==> src/include/gsm_pkg.sv <==
// Package: register map, source codes and carrier types of the pin 2 mux
package gsm_pkg;
  // Register indices (byte address = 4 * index)
  localparam logic [7:0] IDX_DIR  = 8'h08; // Pin direction control
  localparam logic [7:0] IDX_SEL2 = 8'h55; // pin2_source_select
  localparam logic [7:0] IDX_LVL  = 8'h56; // software_pin_levels
  localparam logic [7:0] IDX_INV  = 8'h57; // Output polarity
  // Field positions
  localparam int SEL_MSB  = 4;
  localparam int LVL2_BIT = 5;
  localparam int MUTE_BIT = 4;
  localparam int LVL0_BIT = 3;
  localparam int INV2_BIT = 5;
  localparam int DIR2_BIT = 2;
  // Values after reset
  localparam logic [4:0] SEL_RST = 5'h00;
  localparam logic       BIT_RST = 1'b0;
  // Bus answers
  localparam logic [1:0] RESP_OKAY   = 2'h0;
  localparam logic [1:0] RESP_SLVERR = 2'h2;
  // Divider: one output period per four input periods
  localparam logic [1:0] DIV_RST = 2'h0;
  // Source codes for pin 2
  localparam logic [4:0] C_OFF    = 5'h00;
  localparam logic [4:0] C_DSP    = 5'h01;
  localparam logic [4:0] C_REG    = 5'h02;
  localparam logic [4:0] C_AMUTE  = 5'h03;
  localparam logic [4:0] C_AMUTEL = 5'h04;
  localparam logic [4:0] C_AMUTER = 5'h05;
  localparam logic [4:0] C_CLKINV = 5'h06;
  localparam logic [4:0] C_SDO    = 5'h07;
  localparam logic [4:0] C_ANAML  = 5'h08;
  localparam logic [4:0] C_ANAMR  = 5'h09;
  localparam logic [4:0] C_LOCK   = 5'h0a;
  localparam logic [4:0] C_CPCLK  = 5'h0b;
  localparam logic [4:0] C_RSV0   = 5'h0c;
  localparam logic [4:0] C_RSV1   = 5'h0d;
  localparam logic [4:0] C_UVHI   = 5'h0e;
  localparam logic [4:0] C_UVLO   = 5'h0f;
  localparam logic [4:0] C_PLLD4  = 5'h10;
  localparam logic [4:0] C_OSCD4  = 5'h11;
  localparam logic [4:0] C_IMPL   = 5'h12;
  localparam logic [4:0] C_IMPR   = 5'h13;
  localparam logic [4:0] C_SUPPLY = 5'h14;
  localparam logic [4:0] C_OFSCAL = 5'h15;
  localparam logic [4:0] C_CERR   = 5'h16;
  localparam logic [4:0] C_CCHG   = 5'h17;
  localparam logic [4:0] C_CMISS  = 5'h18;
  localparam logic [4:0] C_CHALT  = 5'h19;
  localparam logic [4:0] C_BOOT   = 5'h1a;
  localparam logic [4:0] C_CPVLD  = 5'h1b;
  // Write channel states
  typedef enum logic [1:0] {
    WR_IDLE = 2'b01,
    WR_RESP = 2'b10
  } gsm_wr_t;
  // Internal sources offered to pin 2
  typedef struct packed {
    logic dsp_pin2;     // Signal processor pin 2 output
    logic automute_l;   // Left auto-mute
    logic automute_r;   // Right auto-mute
    logic clk_err;      // Clock error
    logic clk_chg;      // Clock changing
    logic clk_miss;     // Clock missing
    logic clk_halt;     // Clock halt detected
    logic sdo;          // serial_audio_out_data
    logic anamute_l_n;  // Left analog mute, active low
    logic anamute_r_n;  // Right analog mute, active low
    logic pll_lock;     // PLL locked
    logic cp_clk;       // Charge pump clock
    logic uv_hi;        // soft_silence_pin above high threshold
    logic uv_lo;        // soft_silence_pin above low threshold
    logic pll_clk;      // PLL clock, sampled
    logic osc_clk;      // Oscillator clock, sampled
    logic imp_l;        // Left impedance sense
    logic imp_r;        // Right impedance sense
    logic supply_fail;  // Supply monitor fail indication
    logic offs_cal;     // Offset calibration running
    logic boot_done;    // Signal processor boot done
    logic cp_valid_n;   // Charge pump output valid, active low
  } gsm_src_t;
endpackage : gsm_pkg

==> src/hdl/gsm_pin_mux.sv <==
// Pin 2 output-source multiplexer with AXI4-Lite register slave
// Summary of operation
// - Five-bit pin 2 selector, read/write, resets zero
// - Selected source reaches pin only as output
// - Code 0 low, 1 processor pin, 12-13 and 28-31 zero
// - Code 2 routes software level bit
// - Codes 3-5 route auto-mute flags
// - Code 6 ORs three clock faults
// - Code 7 routes serial audio output data
// - Codes 8-9 route active-low analog mutes
// - Code 10 lock flag, 11 pump clock
// - Codes 14-15 route soft-silence thresholds
// - Codes 16-17 divided PLL, oscillator clocks
// - Codes 18-19 impedance-sense flags
// - Code 20 low while supply fails
// - Code 21 high during offset calibration
// - Codes 22-25 clock error, change, miss, halt
// - Code 26 boot done, 27 pump valid
// - Level bit 5 drives pin 2
// - Level bit 4 drives mute pin
// - Level bit 3 drives pin 0
// - Polarity bit 5 inverts pin 2
//
// The AXI4-Lite register port was chosen for this implementation.
module gsm_pin_mux
  import gsm_pkg::*;
(
  // Clock and reset
  input  wire logic        clk,
  input  wire logic        sys_rst,
  // AXI4-Lite write address
  input  wire logic [11:0] s_axi_awaddr,
  input  wire logic        s_axi_awvalid,
  output logic             s_axi_awready,
  // AXI4-Lite write data
  input  wire logic [31:0] s_axi_wdata,
  input  wire logic [3:0]  s_axi_wstrb,
  input  wire logic        s_axi_wvalid,
  output logic             s_axi_wready,
  // AXI4-Lite write response
  output logic [1:0]       s_axi_bresp,
  output logic             s_axi_bvalid,
  input  wire logic        s_axi_bready,
  // AXI4-Lite read address
  input  wire logic [11:0] s_axi_araddr,
  input  wire logic        s_axi_arvalid,
  output logic             s_axi_arready,
  // AXI4-Lite read data
  output logic [31:0]      s_axi_rdata,
  output logic [1:0]       s_axi_rresp,
  output logic             s_axi_rvalid,
  input  wire logic        s_axi_rready,
  // Internal sources
  input  wire gsm_src_t    src,
  // Pin 2, two-way
  input  wire logic        pin2_in,
  output logic             pin2_out,
  output logic             pin2_oe,
  // Software levels for the other pins
  output logic             mute_software_level,
  output logic             pin0_software_level
);
  // All state in one struct
  typedef struct packed {
    gsm_wr_t     wst;      // Write channel state
    logic        aw_got;   // Write address held
    logic        w_got;    // Write data held
    logic [11:0] awaddr;   // Held write address
    logic [7:0]  wdata;    // Held low byte of write data
    logic        wlane0;   // Low byte lane enabled
    logic [1:0]  bresp;    // Write answer
    logic        rvalid;   // Read answer pending
    logic [1:0]  rresp;    // Read answer code
    logic [7:0]  rdata;    // Read data, low byte
    logic [4:0]  sel2;     // pin2_source_code
    logic        lvl2;     // pin2_software_level
    logic        lvl_mute; // Mute pin software level
    logic        lvl0;     // pin0_software_level
    logic        inv2;     // Pin 2 polarity
    logic        dir2;     // Pin 2 drives when set
    logic        pin2_q;   // Registered pin 2 level
  } gsm_st_t;

  gsm_st_t    st_ff;
  gsm_st_t    nxt_st;
  logic       mux_q;      // Selected source, registered in the mux
  logic       wr_fire;    // Held write committed this cycle
  logic       wr_ok;      // Held write address is mapped
  logic [7:0] widx;       // Held write register index
  logic [7:0] ridx;       // Read register index
  logic       rd_ok;      // Read address is mapped
  logic [7:0] rval;       // Read value of addressed register

  // Source selection and its divided clocks
  gsm_src_mux u_src_mux (
    .clk       (clk),
    .sys_rst   (sys_rst),
    .code      (st_ff.sel2),
    .reg_level (st_ff.lvl2),
    .src       (src),
    .q         (mux_q)
  );

  // Address decode: index sits in bits 9:2, bits 11:10 must be zero
  assign widx    = st_ff.awaddr[9:2];
  assign ridx    = s_axi_araddr[9:2];
  assign wr_ok   = (st_ff.awaddr[11:10] == 2'h0) &&
                   (widx == IDX_SEL2 || widx == IDX_LVL ||
                    widx == IDX_INV  || widx == IDX_DIR);
  assign rd_ok   = (s_axi_araddr[11:10] == 2'h0) &&
                   (ridx == IDX_SEL2 || ridx == IDX_LVL ||
                    ridx == IDX_INV  || ridx == IDX_DIR);
  assign wr_fire = (st_ff.wst == WR_IDLE) && st_ff.aw_got && st_ff.w_got;

  // Read mux; reserved bits read zero
  always_comb begin
    rval = 8'h00;
    if (ridx == IDX_SEL2) begin
      rval[SEL_MSB:0] = st_ff.sel2;
    end else if (ridx == IDX_LVL) begin
      rval[LVL2_BIT] = st_ff.lvl2;
      rval[MUTE_BIT] = st_ff.lvl_mute;
      rval[LVL0_BIT] = st_ff.lvl0;
    end else if (ridx == IDX_INV) begin
      rval[INV2_BIT] = st_ff.inv2;
    end else if (ridx == IDX_DIR) begin
      rval[DIR2_BIT] = st_ff.dir2;
    end
  end

  // Next state: bus channels, registers, pin
  always_comb begin
    nxt_st = st_ff;
    // Address and data are taken in either order
    if (s_axi_awvalid && s_axi_awready) begin
      nxt_st.aw_got = 1'b1;
      nxt_st.awaddr = s_axi_awaddr;
    end
    if (s_axi_wvalid && s_axi_wready) begin
      nxt_st.w_got  = 1'b1;
      nxt_st.wdata  = s_axi_wdata[7:0];
      nxt_st.wlane0 = s_axi_wstrb[0];
    end
    case (st_ff.wst)
      WR_IDLE: begin
        // Commit once both halves are held
        if (wr_fire) begin
          nxt_st.aw_got = 1'b0;
          nxt_st.w_got  = 1'b0;
          nxt_st.bresp  = wr_ok ? RESP_OKAY : RESP_SLVERR;
          nxt_st.wst    = WR_RESP;
          if (wr_ok && st_ff.wlane0) begin
            case (widx)
              IDX_SEL2: nxt_st.sel2 = st_ff.wdata[SEL_MSB:0];
              IDX_LVL: begin
                nxt_st.lvl2     = st_ff.wdata[LVL2_BIT];
                nxt_st.lvl_mute = st_ff.wdata[MUTE_BIT];
                nxt_st.lvl0     = st_ff.wdata[LVL0_BIT];
              end
              IDX_INV: nxt_st.inv2 = st_ff.wdata[INV2_BIT];
              IDX_DIR: nxt_st.dir2 = st_ff.wdata[DIR2_BIT];
              default: nxt_st.sel2 = st_ff.sel2;
            endcase
          end
        end
      end
      WR_RESP: begin
        // Answer stands until the master takes it
        if (s_axi_bready) begin
          nxt_st.wst = WR_IDLE;
        end
      end
      default: nxt_st.wst = WR_IDLE;
    endcase
    // One read at a time; the answer stands until taken
    if (st_ff.rvalid) begin
      if (s_axi_rready) begin
        nxt_st.rvalid = 1'b0;
      end
    end else if (s_axi_arvalid) begin
      nxt_st.rvalid = 1'b1;
      nxt_st.rdata  = rd_ok ? rval : 8'h00;
      nxt_st.rresp  = rd_ok ? RESP_OKAY : RESP_SLVERR;
    end
    // Polarity applies to every source, the level bit included
    nxt_st.pin2_q = mux_q ^ st_ff.inv2;
  end

  // State register
  always_ff @(posedge clk or posedge sys_rst) begin
    if (sys_rst) begin
      st_ff <= '{wst: WR_IDLE, sel2: SEL_RST, lvl2: BIT_RST,
                 lvl_mute: BIT_RST, lvl0: BIT_RST, inv2: BIT_RST,
                 dir2: BIT_RST, default: '0};
    end else begin
      st_ff <= nxt_st;
    end
  end

  // Handshake outputs
  assign s_axi_awready = (st_ff.wst == WR_IDLE) && !st_ff.aw_got;
  assign s_axi_wready  = (st_ff.wst == WR_IDLE) && !st_ff.w_got;
  assign s_axi_bvalid  = (st_ff.wst == WR_RESP);
  assign s_axi_bresp   = st_ff.bresp;
  assign s_axi_arready = !st_ff.rvalid;
  assign s_axi_rvalid  = st_ff.rvalid;
  assign s_axi_rresp   = st_ff.rresp;
  assign s_axi_rdata   = {24'h000000, st_ff.rdata};

  // Pin: level always computed, driven only as an output
  assign pin2_out = st_ff.pin2_q;
  assign pin2_oe  = st_ff.dir2;

  // Levels for pins whose selectors live elsewhere
  assign mute_software_level = st_ff.lvl_mute;
  assign pin0_software_level = st_ff.lvl0;

  // Pin 2 is read back by nobody here; kept for the pad
  logic unused_pin2_in;
  assign unused_pin2_in = pin2_in;

  // Checks
  property p_sel_wr;
    @(posedge clk) disable iff (sys_rst)
    wr_fire && wr_ok && st_ff.wlane0 && widx == IDX_SEL2
      |=> st_ff.sel2 == $past(st_ff.wdata[SEL_MSB:0]);
  endproperty
  a_sel_wr: assert property (p_sel_wr)
    else $error("selector not written");
  property p_oe;
    @(posedge clk) disable iff (sys_rst)
    pin2_oe == st_ff.dir2 && (st_ff.dir2 == $past(st_ff.dir2) || wr_fire
      || $past(wr_fire));
  endproperty
  a_oe: assert property (p_oe)
    else $error("enable not from direction");
  property p_off;
    @(posedge clk) disable iff (sys_rst)
    st_ff.sel2 == C_OFF && !wr_fire ##1 !wr_fire
      |=> pin2_out == $past(st_ff.inv2);
  endproperty
  a_off: assert property (p_off)
    else $error("code zero not low");
  property p_reg;
    @(posedge clk) disable iff (sys_rst)
    st_ff.sel2 == C_REG && !wr_fire ##1 !wr_fire
      |=> pin2_out == ($past(st_ff.lvl2, 2) ^ $past(st_ff.inv2));
  endproperty
  a_reg: assert property (p_reg)
    else $error("software level not on pin");
  property p_inv;
    @(posedge clk) disable iff (sys_rst)
    1'b1 |=> pin2_out == ($past(mux_q) ^ $past(st_ff.inv2));
  endproperty
  a_inv: assert property (p_inv)
    else $error("polarity wrong");
  property p_mute;
    @(posedge clk) disable iff (sys_rst)
    wr_fire && wr_ok && st_ff.wlane0 && widx == IDX_LVL
      |=> mute_software_level == $past(st_ff.wdata[MUTE_BIT])
       && pin0_software_level == $past(st_ff.wdata[LVL0_BIT]);
  endproperty
  a_mute: assert property (p_mute)
    else $error("pin levels not written");
  property p_bhold;
    @(posedge clk) disable iff (sys_rst)
    s_axi_bvalid && !s_axi_bready |=> s_axi_bvalid && $stable(s_axi_bresp);
  endproperty
  a_bhold: assert property (p_bhold)
    else $error("write answer dropped");
  property p_rerr;
    @(posedge clk) disable iff (sys_rst)
    s_axi_arvalid && s_axi_arready && !rd_ok
      |=> s_axi_rvalid && s_axi_rresp == RESP_SLVERR;
  endproperty
  a_rerr: assert property (p_rerr)
    else $error("unmapped read not refused");
  c_wr:  cover property (@(posedge clk) s_axi_bvalid && s_axi_bready);
  c_rd:  cover property (@(posedge clk) s_axi_rvalid && s_axi_rready);
  c_pin: cover property (@(posedge clk) pin2_oe && $rose(pin2_out));
  c_inv: cover property (@(posedge clk) st_ff.inv2 && st_ff.sel2 == C_REG);
endmodule : gsm_pin_mux

==> src/hdl/gsm_src_mux.sv <==
// Source selector for pin 2 with the two divide-by-four clocks
module gsm_src_mux
  import gsm_pkg::*;
(
  // Clock and reset
  input  wire logic     clk,
  input  wire logic     sys_rst,
  // Selection
  input  wire logic [4:0] code,
  input  wire logic     reg_level,
  input  wire gsm_src_t src,
  // Selected level
  output logic          q
);
  // All state in one struct
  typedef struct packed {
    logic [1:0]      prev;  // Last sample of pll/osc clocks
    logic [1:0][1:0] cnt;   // Rising-edge counters
    logic            q;     // Registered selection
  } gsm_mux_st_t;

  gsm_mux_st_t st_ff;
  gsm_mux_st_t nxt_st;
  logic [1:0]  clk_in;
  logic        sel;

  assign clk_in = {src.osc_clk, src.pll_clk};

  // Next state: dividers and selection
  always_comb begin
    nxt_st = st_ff;
    // Counter bit 1 toggles every second rising edge: input / 4
    for (int i = 0; i < 2; i++) begin
      nxt_st.prev[i] = clk_in[i];
      if (clk_in[i] && !st_ff.prev[i]) begin
        nxt_st.cnt[i] = st_ff.cnt[i] + 2'h1;
      end
    end
    case (code)
      C_OFF:    sel = 1'b0;
      C_DSP:    sel = src.dsp_pin2;
      C_REG:    sel = reg_level;
      C_AMUTE:  sel = src.automute_l & src.automute_r;
      C_AMUTEL: sel = src.automute_l;
      C_AMUTER: sel = src.automute_r;
      C_CLKINV: sel = src.clk_err | src.clk_chg | src.clk_miss;
      C_SDO:    sel = src.sdo;
      C_ANAML:  sel = src.anamute_l_n;
      C_ANAMR:  sel = src.anamute_r_n;
      C_LOCK:   sel = src.pll_lock;
      C_CPCLK:  sel = src.cp_clk;
      C_UVHI:   sel = src.uv_hi;
      C_UVLO:   sel = src.uv_lo;
      C_PLLD4:  sel = st_ff.cnt[0][1];
      C_OSCD4:  sel = st_ff.cnt[1][1];
      C_IMPL:   sel = src.imp_l;
      C_IMPR:   sel = src.imp_r;
      C_SUPPLY: sel = ~src.supply_fail;
      C_OFSCAL: sel = src.offs_cal;
      C_CERR:   sel = src.clk_err;
      C_CCHG:   sel = src.clk_chg;
      C_CMISS:  sel = src.clk_miss;
      C_CHALT:  sel = src.clk_halt;
      C_BOOT:   sel = src.boot_done;
      C_CPVLD:  sel = src.cp_valid_n;
      // Reserved 0x0c/0x0d and all others are held low
      default:  sel = 1'b0;
    endcase
    nxt_st.q = sel;
  end

  // State register
  always_ff @(posedge clk or posedge sys_rst) begin
    if (sys_rst) begin
      st_ff <= '0;
    end else begin
      st_ff <= nxt_st;
    end
  end

  assign q = st_ff.q;

  // Checks on the selection
  property p_clkinv;
    @(posedge clk) disable iff (sys_rst)
    code == C_CLKINV |=> q == $past(src.clk_err | src.clk_chg | src.clk_miss);
  endproperty
  a_clkinv: assert property (p_clkinv)
    else $error("clock invalid flag wrong");
  property p_supply;
    @(posedge clk) disable iff (sys_rst)
    code == C_SUPPLY && src.supply_fail |=> !q;
  endproperty
  a_supply: assert property (p_supply)
    else $error("supply low flag not low");
  property p_rsv;
    @(posedge clk) disable iff (sys_rst)
    code == C_RSV0 || code == C_RSV1 || code > C_CPVLD |=> !q;
  endproperty
  a_rsv: assert property (p_rsv)
    else $error("reserved code not low");
  property p_amute;
    @(posedge clk) disable iff (sys_rst)
    code == C_AMUTE |=> q == $past(src.automute_l && src.automute_r);
  endproperty
  a_amute: assert property (p_amute)
    else $error("auto-mute flag wrong");
endmodule : gsm_src_mux

==> config.mk <==
export PLATFORM = sky130hd
export DESIGN_NAME = gsm_pin_mux
export DESIGN_NICKNAME = d
export VERILOG_FILES = /design/src/include/gsm_pkg.sv /design/src/hdl/gsm_pin_mux.sv /design/src/hdl/gsm_src_mux.sv
export SDC_FILE = /design/constraint.sdc
export NUM_CORES = 1
export LEC_CHECK = 0
export ABC_CLOCK_PERIOD_IN_PS = 4300
export BUFFER_PORTS_ARGS = -buffer_cell sky130_fd_sc_hd__buf_4
export CAP_MARGIN = 20
export CORE_MARGIN = 4
export CORE_UTILIZATION = 45
export DETAILED_ROUTE_END_ITERATION = 10
export HOLD_SLACK_MARGIN = 0.02
export PLACE_DENSITY_LB_ADDON = 0.12
export SYNTH_ARGS = -nofsm -noshare
export SYNTH_HDL_FRONTEND = slang
export SYNTH_SLANG_ARGS = --single-unit
==> constraint.sdc <==
create_clock -name clk -period 4.3 [get_ports clk]
set_clock_uncertainty 0.2 [all_clocks]
set_input_delay 0 -clock clk [delete_from_list [all_inputs] [get_ports clk]]
set_output_delay 0 -clock clk [all_outputs]
set_load 0.01 [all_outputs]
After elaboration in Yosys (flattened, before gate mapping)
Cells that the tools add are included.
Word-level totals
  register bits: 54
  input port bits: 90
  output and inout port bits: 45
  word-level logic and storage cells: 119
Operators by class
  $add $sub $neg: 2
  eq/ne operators: 37
  muxes and demuxes: 22
  bitwise gates (word level): 6
  reductions and logical operators: 31
Operator list (count)
  $eq A5 B5 Y1 const B: 12
  $eq A8 B7 Y1 const B: 6
  $eq A5 B4 Y1 const B: 6
  $pmux W1 S25: 1
  $eq A5 B3 Y1 const B: 4
  $eq A8 B4 Y1 const B: 2
  $reduce_and A4 Y1: 4
  $mux W2: 6
  $logic_and A1 B1 Y1: 11
  $mux W11: 1
  $eq A5 B2 Y1 const B: 2
  $mux W1: 10
  $logic_or A1 B1 Y1: 6
  $mux W6: 1
  $reduce_and A2 Y1: 3
  $eq A5 B1 Y1 const B: 1
  $logic_not A1 Y1: 5
  $add A2 B1 Y2 const B: 2
  $logic_not A2 Y1: 2
  $mux W4: 1
  $pmux W2 S2: 1
  $mux W3: 1
  $eq A2 B1 Y1 const B: 1
  $eq A2 B2 Y1 const B: 1
  other kinds (6): 8

Logic depth before layout (Yosys ltp)
  word-level depth: 8
  mapped depth: 5

Cells and area by module
Synthesis repeated with hierarchy kept, for this count alone.
Unflattened totals
  cell total of the unflattened synthesis: 228
  area total of the unflattened synthesis: 2568.7 µm²
By module, submodules not included
  gsm_pin_mux: times used 1, cells an instance 171, area each 2010.7 µm², seq. area each 1027.2 µm²
  gsm_src_mux: times used 1, cells an instance 57, area each 558.0 µm², seq. area each 175.2 µm²

Worst setup path before layout
No wires, ideal clock.
  path type: reg2reg
  from: register st_ff[47] (netlist bit)
  to: register st_ff[10] (netlist bit)
  setup time: 0.125 ns
  arrival time: 1.697 ns
  data required time: 3.975 ns
  path slack: 2.278 ns
  stages on the path, launching flop included: 6
  path buffers: 1
  clock period less this slack: 2.022 ns
  path through: dfstp_2 and4b_1 buf_6 nand4_4 nor4_4 mux2_2
On the way
  cells in the longest elaborated chain, start to end: 4
Ends and longest elaborated chain
  start, declared: line gsm_pin_mux.sv:84  | gsm_st_t st_ff;
  start signal, assigned: line gsm_pin_mux.sv:192  | st_ff <= '{wst: WR_IDLE, sel2: SEL_RST, lvl2: BIT_RST,
  start signal, assigned: line gsm_pin_mux.sv:196  | st_ff <= nxt_st;
  $eq A2 B1 Y1 (*): line gsm_pin_mux.sv:113, gsm_pin_mux.sv:144
  $logic_and A1 B1 Y1 (2 in a row): line gsm_pin_mux.sv:113  | assign wr_fire = (st_ff.wst == WR_IDLE) && st_ff.aw_got && st_ff.w_got;
  $reduce_and A4 Y1 (no source line) (*)
Mark *: on every way between the ends. The rest lies on a longest branch, timed or not.
A chain may end at the register's enable or synchronous reset.

Final worst setup path
  from: input s_axi_araddr[11]
  to: register st_ff (netlist bit s_axi_rdata[1])
On the way
  cells in the longest elaborated chain, start to end: 3
Ends and longest elaborated chain
  start, declared: line gsm_pin_mux.sv:45  | input wire logic [11:0] s_axi_araddr,
  $logic_not A2 Y1: line gsm_pin_mux.sv:110  | assign rd_ok = (s_axi_araddr[11:10] == 2'h0) &&
  $logic_and A1 B1 Y1: line gsm_pin_mux.sv:110
  $mux W6: line gsm_pin_mux.sv:182  | nxt_st.rdata = rd_ok ? rval : 8'h00;
No other way between the ends.

==> flow_summary.toml <==
[worst_setup_path]
cp.arrival_ps = 2680
cp-startpoint = "s_axi_araddr[11]"
r2r_start = "st_ff[47]$_DFFE_PP1P_"
crit_slowest_cell = "dlygate4sd3_1"
rrSetupSlack_ps = 2030
start_kind = "input pin"
crit_type = "in2reg"
crit_chain = "dlygate4sd3_1, buf_4, or2_2, dlygate4sd3_1, nor4_1, dlygate4sd3_1, nand2_1, o21ai_0"
cp.required_ps = 4310
crit_end = "s_axi_rdata[1]$_DFFE_PP0P_"
crit_fanout = 2
max_stage_delay_ps = 630
timing.rr.end = "st_ff[9]$_DFFE_PP0P_"
critPathCaptureType = "register"
reg2reg_depth = 4
cpMostUsedCell = "dlygate4sd3_1"

[yosys]
synth_area_um2 = 2600
syn_area_per_cell_um2 = 11.5
synth-edff-count = 0
synthTopCellsByArea = "dfrtp_1 (45%), mux2_2 (13%), buf_4 (10%), mux4_2 (2.6%), nor2_1 (2.2%)"
synthArstFlopShare_pct = 100
ys_types = 50
synth_ff_type = "dfrtp_1"
ys_warn_count = 0
synth_top_area_share_pct = 45.3
ys_ff_latch = 48
yosysSeqAreaShare_pct = 46.3
yosys.area.top_type = "dfrtp_1"
synth_cells = 226

[final_layout]
area_delta_synth_final_pct = 34.3
ff_latch_area_um2 = 1200
fin_area_um2 = 3490
final_cell_mix = "buf_4 (73), dfrtp_1 (47), dlygate4sd3_1 (33)"
n_antenna_cell = 0
final_util_pct = 63.0
drive_gt1_share_pct = 38.3
layout_commonest_cell = "buf_4"
fin_cells = 396
n_fill_cell = 455
multiInputGateArea_um2 = 1170
layout.nets = 413

[placed_design]
place.gp.congestion = 0.764
port-buffer-count = 72
hpwl_mm = 3.77
dp_cells = 354
dp_slack_ps = 2050
post_dp_cell_area_um2 = 3030

[route]
drt_iter0_markers = 50
routed-via-count = 1891
wl_per_cell_um = 13.3
drc = 0
via_per_inst = 4.78
drtAntennaViolNets = 0
firstDrtPassIters = 4
wl_mm = 5.27

[die]
coreArea_um2 = 5540
initial_core_util_pct = 46.9
die-area_um2 = 7060
io_pins = 135
die_w_um = 84.0
rows = 27
die_h_um = 84.0

[global_route]
grt_start_max_net_pins = 49
grt_use_met3_pct = 4.24
grt_overflow = 0
grt_use_met2_pct = 26.5
grt_pass1_wl_mm = 9.00
first_global_vias = 1944
antenna_found_initial = 0
grt_use_met1_pct = 19.4
grt_busiest_layer = "met2"
grt_usage_pct = 15.5

[power_and_ir_drop]
p_per_area_nw_per_um2 = 400
ir_worst_vdd_uv = 359
leakage_nw = 1.61
power_mw = 1.40

[timing]
slew_violations = 0
timing.hold.ws_ps = 45.0
period_share_pct = 62.1
hold_viol = 0
fin_ws_ps = 1630
min_period_ps = 2670
setup_violations = 0
fmax_mhz = 375
rsz0062_at_grt = "false"
setup_tns_ps = 0

[clock_tree]
cts_root_buffer = "clkbuf_8"
numCtsBuffers = 5
cts_setup_buffers = 0
tritoncts = "done"
cts_resized = 0
clock_latency_ps = 300
clock_sinks = 48
clk_transition_reported_paths_ps = 80
clock_path_buffers = 2
cts_max_level = 2

[hold_path]
hold_class = "in2reg"
min_path_cells = 4

[run]
maxCapViolCount = 0

[status]
status = "completed"
## area by class of cell
class                   instances  area share (%)
repair buffers                107            25.7
clock buffers                   5            1.97
multi-input cells             156            33.5
inverters                       5           0.538
clock inverters                 3            1.22
well taps                      72            2.58
flip-flops and latches         48            34.5
## sequential cells by signal, indices dropped and copies added, names as in the netlist
signal               count
mute_software_level      1
u_src_mux.st_ff          6
s_axi_rresp              1
st_ff                   28
u_src_mux.q              1
pin0_software_level      1
s_axi_bresp              1
pin2_oe                  1
s_axi_rdata              6
s_axi_rvalid             1
pin2_out                 1
## synthesized netlist by cell type (2+ instances only)
master,number
nand4bb_1,2
mux2_2,29
a31oi_1,2
clkbuf_1,5
dfrtp_1,47
mux2i_1,3
a21oi_1,4
nand3b_1,4
buf_4,36
nor4b_1,3
nor3_1,4
nand2b_1,6
a22o_1,4
nand2_1,8
buf_2,2
and2b_2,2
inv_1,5
and2_1,2
xnor2_1,4
nor2b_1,3
nor2_1,15
mux4_2,3
o21bai_1,2
o21ai_0,5
## how the worst min path moves through the flow
stage                        from                           end  slack, ps
finish              s_axi_arvalid    s_axi_rdata[0]$_DFFE_PP0P_         40
global placement           src[6]  u_src_mux.st_ff[6]$_DFF_PP0_        -70
floorplan                  src[7]  u_src_mux.st_ff[5]$_DFF_PP0_       -170
global route               src[2]         u_src_mux.q$_DFF_PP0_         80
detailed placement         src[7]  u_src_mux.st_ff[5]$_DFF_PP0_        -70
CTS                 s_axi_arvalid    s_axi_rdata[0]$_DFFE_PP0P_         50
## cells by family after synthesis
logic type	Yosys count	synth area share, %
compound gates	26	7.03
mux	35	16.3
buf+inv	49	12.7
xor+xnor	5	1.69
other cells	1	0.144
simple gates	62	15.9
flops	48	46.3
## layer usage
layer | up-vias | part of all wire, %
met3 | 7 | 6.3
met1 | 903 | 42
met4 | 0 | 1.1
met5 | - | 0
met2 | 58 | 50
li1 | 923 | -
## critical path, delay by kind of cell
kind / cells / cell delay [ps]
buffers and inverters: 4 / 1870
AO/OA/AOI/OAI: 1 / 150
AND/OR/NAND/NOR: 3 / 660
## power breakdown
group	internal (mW)	total, mW	switching [mW]
combinational	0.231	0.399	0.168
sequential	0.579	0.678	0.0988
clock	0.172	0.320	0.148
total	0.982	1.40	0.414
## repair_timing
action                                 in CTS  in global routing
setup endpoints to repair                   0                  0
hold buffers                               32                  1
endpoints found under the hold margin      81                  3
Note: power is estimated with default switching activity, not from simulation.
